==> src/core/bsdpm_pkg.sv <==
// package: constants and types for the boot select and debug pin mux
package bsdpm_pkg;

  // ****************************************
  // pin inputs and synchroniser
  // ****************************************
  localparam int unsigned SYNC_W      = 5;        // four port pins plus reset pin
  localparam int unsigned IDX_BIT0    = 0;        // trst / boot select / gpio
  localparam int unsigned IDX_TDO     = 1;        // tdo / gpio
  localparam int unsigned IDX_TDI     = 2;        // tdi / gpio
  localparam int unsigned IDX_TCK     = 3;        // tck / gpio
  localparam int unsigned IDX_RST_PIN = 4;        // external reset pin
  localparam logic [4:0]  SYNC_RST_VAL = 5'h00;   // reset pin seen low until synced

  // ****************************************
  // boot decision
  // ****************************************
  localparam logic [23:0] FLASH_BOOT_ADDR = 24'h800014;
  localparam logic [31:0] FLASH_BLANK     = 32'hFFFFFFFF;

  // ****************************************
  // values after reset
  // ****************************************
  localparam logic [3:0] P0_OUT_RST  = 4'h0;
  localparam logic [3:0] P0_OE_N_RST = 4'hF;      // all pins released
  localparam logic       FLAG_RST    = 1'h0;
  localparam logic       JTAG_RST_RST = 1'h1;     // debug port held in reset

  // ****************************************
  // sequencer states
  // ****************************************
  typedef enum logic [2:0]
  {
    BSDPM_RESET  = 3'h1,
    BSDPM_SAMPLE = 3'h2,
    BSDPM_RUN    = 3'h4
  } bsdpm_state_type;

endpackage : bsdpm_pkg

==> src/core/bsdpm_sync_if.sv <==
// interface: raw pin levels in, filtered levels out
`timescale 1ns/10ps
`default_nettype none

interface bsdpm_sync_if;
  import bsdpm_pkg::*;

  logic [SYNC_W-1:0] raw;
  logic [SYNC_W-1:0] stable;

  modport sync_side (input raw, output stable);
  modport core_side (output raw, input stable);

endinterface : bsdpm_sync_if

`default_nettype wire

==> src/core/bsdpm_sync.sv <==
// module: three-stage pin synchroniser with agreement filter
`timescale 1ns/10ps
`default_nettype none

module bsdpm_sync
  import bsdpm_pkg::*;
(
  input  wire logic         i_clk,
  input  wire logic         i_rst,
  bsdpm_sync_if.sync_side   sif
);

  logic [SYNC_W-1:0] s1_q;
  logic [SYNC_W-1:0] s2_q;
  logic [SYNC_W-1:0] s3_q;
  logic [SYNC_W-1:0] stable_q;
  logic [SYNC_W-1:0] stable_d;

  // ****************************************
  // filter
  // ****************************************
  // a bit changes only when stages two and three agree
  assign stable_d   = (s2_q & s3_q) | (stable_q & (s2_q ^ s3_q));
  assign sif.stable = stable_q;

  // shift chain, first stage read only by the second
  always_ff @(posedge i_clk)
  begin
    if (i_rst)
    begin
      s1_q     <= SYNC_RST_VAL;
      s2_q     <= SYNC_RST_VAL;
      s3_q     <= SYNC_RST_VAL;
      stable_q <= SYNC_RST_VAL;
    end
    else
    begin
      s1_q     <= sif.raw;
      s2_q     <= s1_q;
      s3_q     <= s2_q;
      stable_q <= stable_d;
    end
  end

endmodule : bsdpm_sync

`default_nettype wire

==> src/core/bsdpm_top.sv <==
// module: boot mode selection and port-0 debug pin multiplexer
`timescale 1ns/10ps
`default_nettype none

// How it works
// - boot select low at reset with the boot flash word all ones selects serial download mode.
// - boot select high, or low with a flash word not all ones, selects user code execution.
// - port bit 1 comes up as gpio input for boot select 0 and as test data out for 1.
// - port bit 2 comes up as gpio input for boot select 0 and as test data in for 1.
// - port bit 3 comes up as gpio input for boot select 0 and as test clock in for 1.
// - a low test reset holds the debug port in reset and gives bits 1 to 3 back to gpio.
// - the external reset pin is active low and holds the block in reset while low.
// - the returned test clock is an output driven from the debug port logic.
// - port bit 0 is gpio after reset.
module bsdpm_top
  import bsdpm_pkg::*;
(
  input  wire logic        I_CLK,
  input  wire logic        I_SYS_RST,
  input  wire logic        I_RST_N,
  input  wire logic [3:0]  I_P0_IN,
  output logic      [3:0]  O_P0_OUT,
  output logic      [3:0]  O_P0_OE_N,
  input  wire logic [3:0]  I_GPIO_OUT,
  input  wire logic [3:0]  I_GPIO_OE,
  output logic      [3:0]  O_GPIO_IN,
  input  wire logic [31:0] I_FLASH_WORD,
  output logic      [23:0] O_FLASH_ADDR,
  output logic             O_DOWNLOAD_MODE,
  output logic             O_RUN_USER,
  output logic             O_JTAG_MODE,
  output logic             O_JTAG_RST,
  output logic             O_JTAG_TCK,
  output logic             O_JTAG_TDI,
  input  wire logic        I_JTAG_TDO,
  output logic             O_RETURNED_TEST_CLOCK
);

  // ****************************************
  // pin synchroniser
  // ****************************************
  bsdpm_sync_if sif ();

  assign sif.raw = {I_RST_N, I_P0_IN};

  bsdpm_sync u_sync
  (
    .i_clk (I_CLK),
    .i_rst (I_SYS_RST),
    .sif   (sif.sync_side)
  );

  // ****************************************
  // declarations
  // ****************************************
  bsdpm_state_type state_q;
  bsdpm_state_type state_d;
  logic            rst_any;
  logic            boot_sel;
  logic            flash_blank;
  logic            jtag_mode_q;
  logic            dl_mode_q;
  logic            run_user_q;
  logic            jtag_act;
  logic            in_run;
  logic [3:0]      p0_out_d;
  logic [3:0]      p0_oe_n_d;
  logic [3:0]      p0_out_q;
  logic [3:0]      p0_oe_n_q;
  logic [3:0]      gpio_in_q;
  logic            tck_q;
  logic            tdi_q;
  logic            returned_test_clock_q;
  logic            jtag_rst_q;

  // ****************************************
  // reset and boot decode
  // ****************************************
  // pin reset is active low, merged with system reset
  assign rst_any     = I_SYS_RST | ~sif.stable[IDX_RST_PIN];
  assign boot_sel    = sif.stable[IDX_BIT0];
  assign flash_blank = (I_FLASH_WORD == FLASH_BLANK);
  assign in_run      = (state_q == BSDPM_RUN);

  // debug port live only in jtag mode with test reset high
  assign jtag_act = in_run & jtag_mode_q & sif.stable[IDX_BIT0];

  // ****************************************
  // sequencer
  // ****************************************
  // reset -> one sample cycle -> run until next reset
  always_comb
  begin
    state_d = state_q;
    unique case (state_q)
      BSDPM_RESET:  state_d = BSDPM_SAMPLE;
      BSDPM_SAMPLE: state_d = BSDPM_RUN;
      BSDPM_RUN:    state_d = BSDPM_RUN;
      default:      state_d = BSDPM_RESET;
    endcase
  end

  always_ff @(posedge I_CLK)
  begin
    if (rst_any)
      state_q <= BSDPM_RESET;
    else
      state_q <= state_d;
  end

  // captured once on the sample cycle
  always_ff @(posedge I_CLK)
  begin
    if (rst_any)
    begin
      jtag_mode_q <= FLAG_RST;
      dl_mode_q   <= FLAG_RST;
      run_user_q  <= FLAG_RST;
    end
    else if (state_q == BSDPM_SAMPLE)
    begin
      jtag_mode_q <= boot_sel;
      dl_mode_q   <= ~boot_sel & flash_blank;
      run_user_q  <= boot_sel | ~flash_blank;
    end
  end

  // ****************************************
  // pin multiplexer
  // ****************************************
  // bit 0 always gpio; bit 1 drives tdo; bits 2, 3 are inputs in jtag
  assign p0_out_d[0]  = in_run & I_GPIO_OUT[0];
  assign p0_oe_n_d[0] = ~(in_run & I_GPIO_OE[0]);
  assign p0_out_d[1]  = jtag_act ? I_JTAG_TDO : in_run & I_GPIO_OUT[1];
  assign p0_oe_n_d[1] = jtag_act ? 1'b0 : ~(in_run & I_GPIO_OE[1]);
  assign p0_out_d[2]  = ~jtag_act & in_run & I_GPIO_OUT[2];
  assign p0_oe_n_d[2] = jtag_act | ~(in_run & I_GPIO_OE[2]);
  assign p0_out_d[3]  = ~jtag_act & in_run & I_GPIO_OUT[3];
  assign p0_oe_n_d[3] = jtag_act | ~(in_run & I_GPIO_OE[3]);

  always_ff @(posedge I_CLK)
  begin
    if (rst_any)
    begin
      p0_out_q  <= P0_OUT_RST;
      p0_oe_n_q <= P0_OE_N_RST;
      gpio_in_q <= P0_OUT_RST;
    end
    else
    begin
      p0_out_q  <= p0_out_d;
      p0_oe_n_q <= p0_oe_n_d;
      gpio_in_q <= sif.stable[3:0];
    end
  end

  // ****************************************
  // debug port signals
  // ****************************************
  // clock and data gated off while test reset is low
  // debug reset is a flop too, so a low test reset in jtag mode still resets
  always_ff @(posedge I_CLK)
  begin
    if (rst_any)
    begin
      tck_q      <= FLAG_RST;
      tdi_q      <= FLAG_RST;
      returned_test_clock_q     <= FLAG_RST;
      jtag_rst_q <= JTAG_RST_RST;
    end
    else
    begin
      tck_q      <= jtag_act & sif.stable[IDX_TCK];
      tdi_q      <= jtag_act & sif.stable[IDX_TDI];
      returned_test_clock_q     <= jtag_act & sif.stable[IDX_TCK];
      jtag_rst_q <= ~jtag_act;
    end
  end

  assign O_P0_OUT        = p0_out_q;
  assign O_P0_OE_N       = p0_oe_n_q;
  assign O_GPIO_IN       = gpio_in_q;
  assign O_FLASH_ADDR    = FLASH_BOOT_ADDR;
  assign O_DOWNLOAD_MODE = dl_mode_q;
  assign O_RUN_USER      = run_user_q;
  assign O_JTAG_MODE     = jtag_mode_q;
  assign O_JTAG_RST      = jtag_rst_q;
  assign O_JTAG_TCK      = tck_q;
  assign O_JTAG_TDI      = tdi_q;
  assign O_RETURNED_TEST_CLOCK          = returned_test_clock_q;

  // ****************************************
  // assertions
  // ****************************************
  property p_download;
    @(posedge I_CLK) disable iff (rst_any)
    (state_q == BSDPM_SAMPLE && !boot_sel && flash_blank) |=> O_DOWNLOAD_MODE && !O_RUN_USER;
  endproperty
  a_download: assert property (p_download) else $error("download mode not entered");

  property p_run_user;
    @(posedge I_CLK) disable iff (rst_any)
    (state_q == BSDPM_SAMPLE && (boot_sel || !flash_blank)) |=> O_RUN_USER && !O_DOWNLOAD_MODE;
  endproperty
  a_run_user: assert property (p_run_user) else $error("user code not selected");

  property p_tdo;
    @(posedge I_CLK) disable iff (rst_any)
    jtag_act |=> !O_P0_OE_N[1] && O_P0_OUT[1] == $past(I_JTAG_TDO);
  endproperty
  a_tdo: assert property (p_tdo) else $error("tdo not driven on bit 1");

  property p_tdi;
    @(posedge I_CLK) disable iff (rst_any)
    jtag_act |=> O_P0_OE_N[2] && O_JTAG_TDI == $past(sif.stable[IDX_TDI]);
  endproperty
  a_tdi: assert property (p_tdi) else $error("tdi not taken from bit 2");

  property p_tck;
    @(posedge I_CLK) disable iff (rst_any)
    jtag_act |=> O_P0_OE_N[3] && O_JTAG_TCK == $past(sif.stable[IDX_TCK]);
  endproperty
  a_tck: assert property (p_tck) else $error("tck not taken from bit 3");

  property p_trst;
    @(posedge I_CLK) disable iff (rst_any)
    (in_run && !sif.stable[IDX_BIT0]) |=> O_JTAG_RST && !O_JTAG_TCK
      && O_P0_OE_N[1] == !$past(I_GPIO_OE[1]);
  endproperty
  a_trst: assert property (p_trst) else $error("debug port not released to gpio");

  property p_pin_reset;
    @(posedge I_CLK) disable iff (I_SYS_RST)
    !sif.stable[IDX_RST_PIN] |=> state_q == BSDPM_RESET && !O_RUN_USER && O_P0_OE_N == 4'hF;
  endproperty
  a_pin_reset: assert property (p_pin_reset) else $error("low reset pin not honoured");

  property p_returned_test_clock;
    @(posedge I_CLK) disable iff (rst_any)
    jtag_act |=> O_RETURNED_TEST_CLOCK == $past(sif.stable[IDX_TCK]);
  endproperty
  a_returned_test_clock: assert property (p_returned_test_clock) else $error("returned clock not following tck");

  property p_bit0;
    @(posedge I_CLK) disable iff (rst_any)
    in_run |=> O_P0_OE_N[0] == !$past(I_GPIO_OE[0]) && O_P0_OUT[0] == $past(I_GPIO_OUT[0]);
  endproperty
  a_bit0: assert property (p_bit0) else $error("bit 0 not gpio");

  property p_hold;
    @(posedge I_CLK) disable iff (rst_any)
    (in_run && $past(in_run)) |-> $stable(jtag_mode_q) && $stable(O_DOWNLOAD_MODE);
  endproperty
  a_hold: assert property (p_hold) else $error("boot decision changed after sampling");

endmodule : bsdpm_top

`default_nettype wire

==> config.mk <==
export PLATFORM = sky130hd
export DESIGN_NAME = bsdpm_top
export DESIGN_NICKNAME = d
export VERILOG_FILES = /design/src/core/bsdpm_pkg.sv /design/src/core/bsdpm_sync_if.sv /design/src/core/bsdpm_sync.sv /design/src/core/bsdpm_top.sv
export SDC_FILE = /design/constraint.sdc
export NUM_CORES = 1
export LEC_CHECK = 0
export ABC_CLOCK_PERIOD_IN_PS = 3420
export BUFFER_PORTS_ARGS = -buffer_cell sky130_fd_sc_hd__buf_2
export CAP_MARGIN = 25
export CORE_MARGIN = 5
export CORE_UTILIZATION = 46
export CTS_CLUSTER_SIZE = 10
export DETAILED_ROUTE_END_ITERATION = 10
export PLACE_DENSITY_LB_ADDON = 0.1
export REMOVE_ABC_BUFFERS = 1
export SLEW_MARGIN = 20
export SYNTH_ARGS = -nofsm -noshare
export SYNTH_HDL_FRONTEND = slang
export SYNTH_HIERARCHICAL = 1
export SYNTH_SLANG_ARGS = --single-unit
==> constraint.sdc <==
create_clock -name I_CLK -period 3.42 [get_ports I_CLK]
set_input_delay 0.513 -clock I_CLK [delete_from_list [all_inputs] [get_ports I_CLK]]
set_output_delay 0.513 -clock I_CLK [all_outputs]
set_load 0.02 [all_outputs]
==> flow_summary.ini <==
[run_status]
status = finished, final reports clean

[yosys]
yosys.area.top_type_share_pct = 51.5
synth_area_leader_cell = dfxtp_1
post-synth-top-count-cell = dfxtp_1
synth_area_leaders = dfxtp_1 51%, buf_4 12%, nor2b_2 7.1%
synthArstFlopShare_pct = 0
synth.avg_cell_area_um2 = 10.5
synth_common_cells = 41 x dfxtp_1, 25 x buf_4, 13 x nor2b_2
synth.yosys.seq_area_share_pct = 51.5
synth-edff-count = 0
syn_area_um2 = 1590
synthFlopType = dfxtp_1
synth.distinct_cells = 27
ys_warn_count = 6
ys_ff_latch = 41
synth_cells = 152

[placement]
dp_slack_ps = 1670
io_buffers = 66
dp_hpwl_um = 2360
dp_cells = 259
gp_congestion = 0.660

[setup_path]
arrival_ps = 1700
crit_start = state_q[1]$_SDFF_PP0_
path_class = reg2reg
end_kind = register
crit_path_max_fanout = 4
rrSetupSlack_ps = 1950
critPathLaunchType = register
worstPathRequired_ps = 3650
crit_path_end = O_RUN_USER$_SDFFE_PP0N_
r2r_cells = 4
rr_startpoint = state_q[1]$_SDFF_PP0_
rr_endpoint = O_RUN_USER$_SDFFE_PP0N_

[layout]
area_growth_pct = 19.8
diodes = 0
drive_gt1_share_pct = 40.9
final_nets = 273
instances_no_fill = 266
multi_input_area_um2 = 638
seqCellArea_um2 = 821
fillers = 328

[run]
maxCapViolCount = 0

[power_and_ir_drop]
leakage_nw = 0.924
peakVddDrop_mv = 0.289
p_total_mw = 0.787
power_density_nw_per_um2 = 412

[clocking]
cts-buffers-inserted = 5
cts-root-buf = clkbuf_4
postCtsSetupBuffers = 0
cts.sinks = 41
cts-hold-fix-buffers = 0
postCtsResizedCells = 0
clockBufferDepth = 2
h-tree-depth = 2
cts_tree = built
clk_pin_slew_worst_paths_ps = 100
insertion_delay_ps = 330

[sta]
fin_skew_ps = 4.22
fmax_ghz = 0.678
whs_ps = 324
slew_viol_final = 0
tns_ps = 0
setup_slack_ps = 1950
max-slew-margin-rel_pct = 64.7
finalHoldViolations = 0
worst_pin_slew_ps = 530
rsz0062_at_grt = false
post-route-min-period_ps = 1470
period_share_pct = 43.1
setup_viol = 0

[grt]
grt_pass1_vias = 1066
overflow = 0
grt_util_all_layers_pct = 12.6
grt_max_degree = 23
grt_pass1_wl_um = 4330
antenna_found_initial = 0

[route]
drt-vias-per-instance = 4.26
firstDrtPassIters = 4
first_iter_violations = 20
wl_um = 2870
drc = 0
ant_nets = 0
post_drt_wl_per_cell_um = 10.8
via_count = 1134

[die]
fp-row-count = 21
dieArea_um2 = 4740
ios = 91
die_w_um = 68.9
dieHeight_um = 68.9
start_util_pct = 47.8
core_area_um2 = 3340

[worst_hold_path]
hold_class = in2reg
worstHoldStart = I_GPIO_OE[0]
critical path, stage by stage (launching register included):
cell and delay, ps:
dfxtp_1 400, or3b_4 440, nor4_4 290, and3_1 190
a211oi_1 40
per-stage QoR:
step	instance area [µm²]	utilization (%)
4_1_cts	1910	57.2
6_report	1910	57.2
2_1_floorplan	1470	-
3_3_place_gp	1850	55.6
5_1_grt	1910	57.2
3_5_place_dp	1850	55.6
power by group:
part / internal [mW] / leakage [nW] / switching (mW) / total (mW)
Sequential: 0.484 / 0.333 / 0.00221 / 0.487
Clock: 0.0971 / 0.0314 / 0.135 / 0.232
Combinational: 0.0277 / 0.559 / 0.0407 / 0.0684
Total: 0.609 / 0.924 / 0.178 / 0.787
metal layers:
| metal | GRT usage [%] | wire [µm] | vias up |
|---|---|---|---|
| met1 | 11.8 | 996 | 495 |
| li1 | - | - | 581 |
| met3 | 5.83 | 396 | 5 |
| met4 | 5.84 | 40 | 0 |
| met2 | 22.9 | 1440 | 53 |
| met5 | 0 | 0 | - |
state kept, by name, summed over array words and instances, names as in the netlist:
name	cells
O_JTAG_RST	1
u_sync/s3_q	5
u_sync/s2_q	5
O_JTAG_TDI	1
O_P0_OUT	4
u_sync/s1_q	5
O_P0_OE_N	4
u_sync/sif.stable	5
O_RUN_USER	1
O_GPIO_IN	4
O_DOWNLOAD_MODE	1
O_JTAG_MODE	1
state_q	3
O_RETURNED_TEST_CLOCK	1
logic make-up (layout without fill, tap and decap cells):
| logic type | count (synthesis) | count (layout) | share of synthesized area [%] |
|---|---|---|---|
| AO/OA/AOI/OAI | 9 | 9 | 2.98 |
| XOR/XNOR | 1 | 1 | 0.550 |
| adder cells (fa/ha/maj) | 5 | 5 | 3.92 |
| buffers and inverters | 29 | 75 | 13.7 |
| flip-flops | 41 | 41 | 51.5 |
| multiplexers | 1 | 1 | 0.628 |
| other | 2 | 24 | 0.471 |
| AND/OR/NAND/NOR | 64 | 64 | 26.3 |
layout by cell type (no fill, tap or decap):
cell	instances
buf_2	66
dfxtp_1	41
conb_1	24
nor2b_2	13
nor2_1	12
nand2_1	10
and2_1	9
a21oi_1	7
nand4_1	6
clkbuf_4	5
ha_1	5
nand3_1	3
inv_1	2
nor2b_4	2
xnor2_1	1
nand2b_1	1
nor3_1	1
nor4b_1	1
nor2b_1	1
o21ai_0	1
or3b_4	1
mux2i_1	1
nor4_4	1
nand4b_1	1
nor4_2	1
and3_1	1
a211oi_1	1
clkbuf_8	1
clkbuf_1	1
how the worst min path moves through the flow:
stage	to	slack (ps)	cells after the start
2_1_floorplan	u_sync/s2_q[0]$_SDFF_PP0_	410	1
3_3_place_gp	u_sync/s2_q[1]$_SDFF_PP0_	420	1
3_5_place_dp	u_sync/s2_q[2]$_SDFF_PP0_	430	1
4_1_cts	O_P0_OE_N[0]$_SDFF_PP1_	310	2
5_1_grt	O_P0_OE_N[0]$_SDFF_PP1_	300	2
6_report	O_P0_OE_N[0]$_SDFF_PP1_	320	2
area by class of cell:
cell class / count / area share (%)
Sequential cell: 41 / 43.0
Inverter: 2 / 0.393
Timing Repair Buffer: 66 / 17.3
Clock buffer: 7 / 2.88
Multi-Input combinational cell: 104 / 33.4
Tap cell: 46 / 3.01
Note: power is estimated with default switching activity, not from simulation.
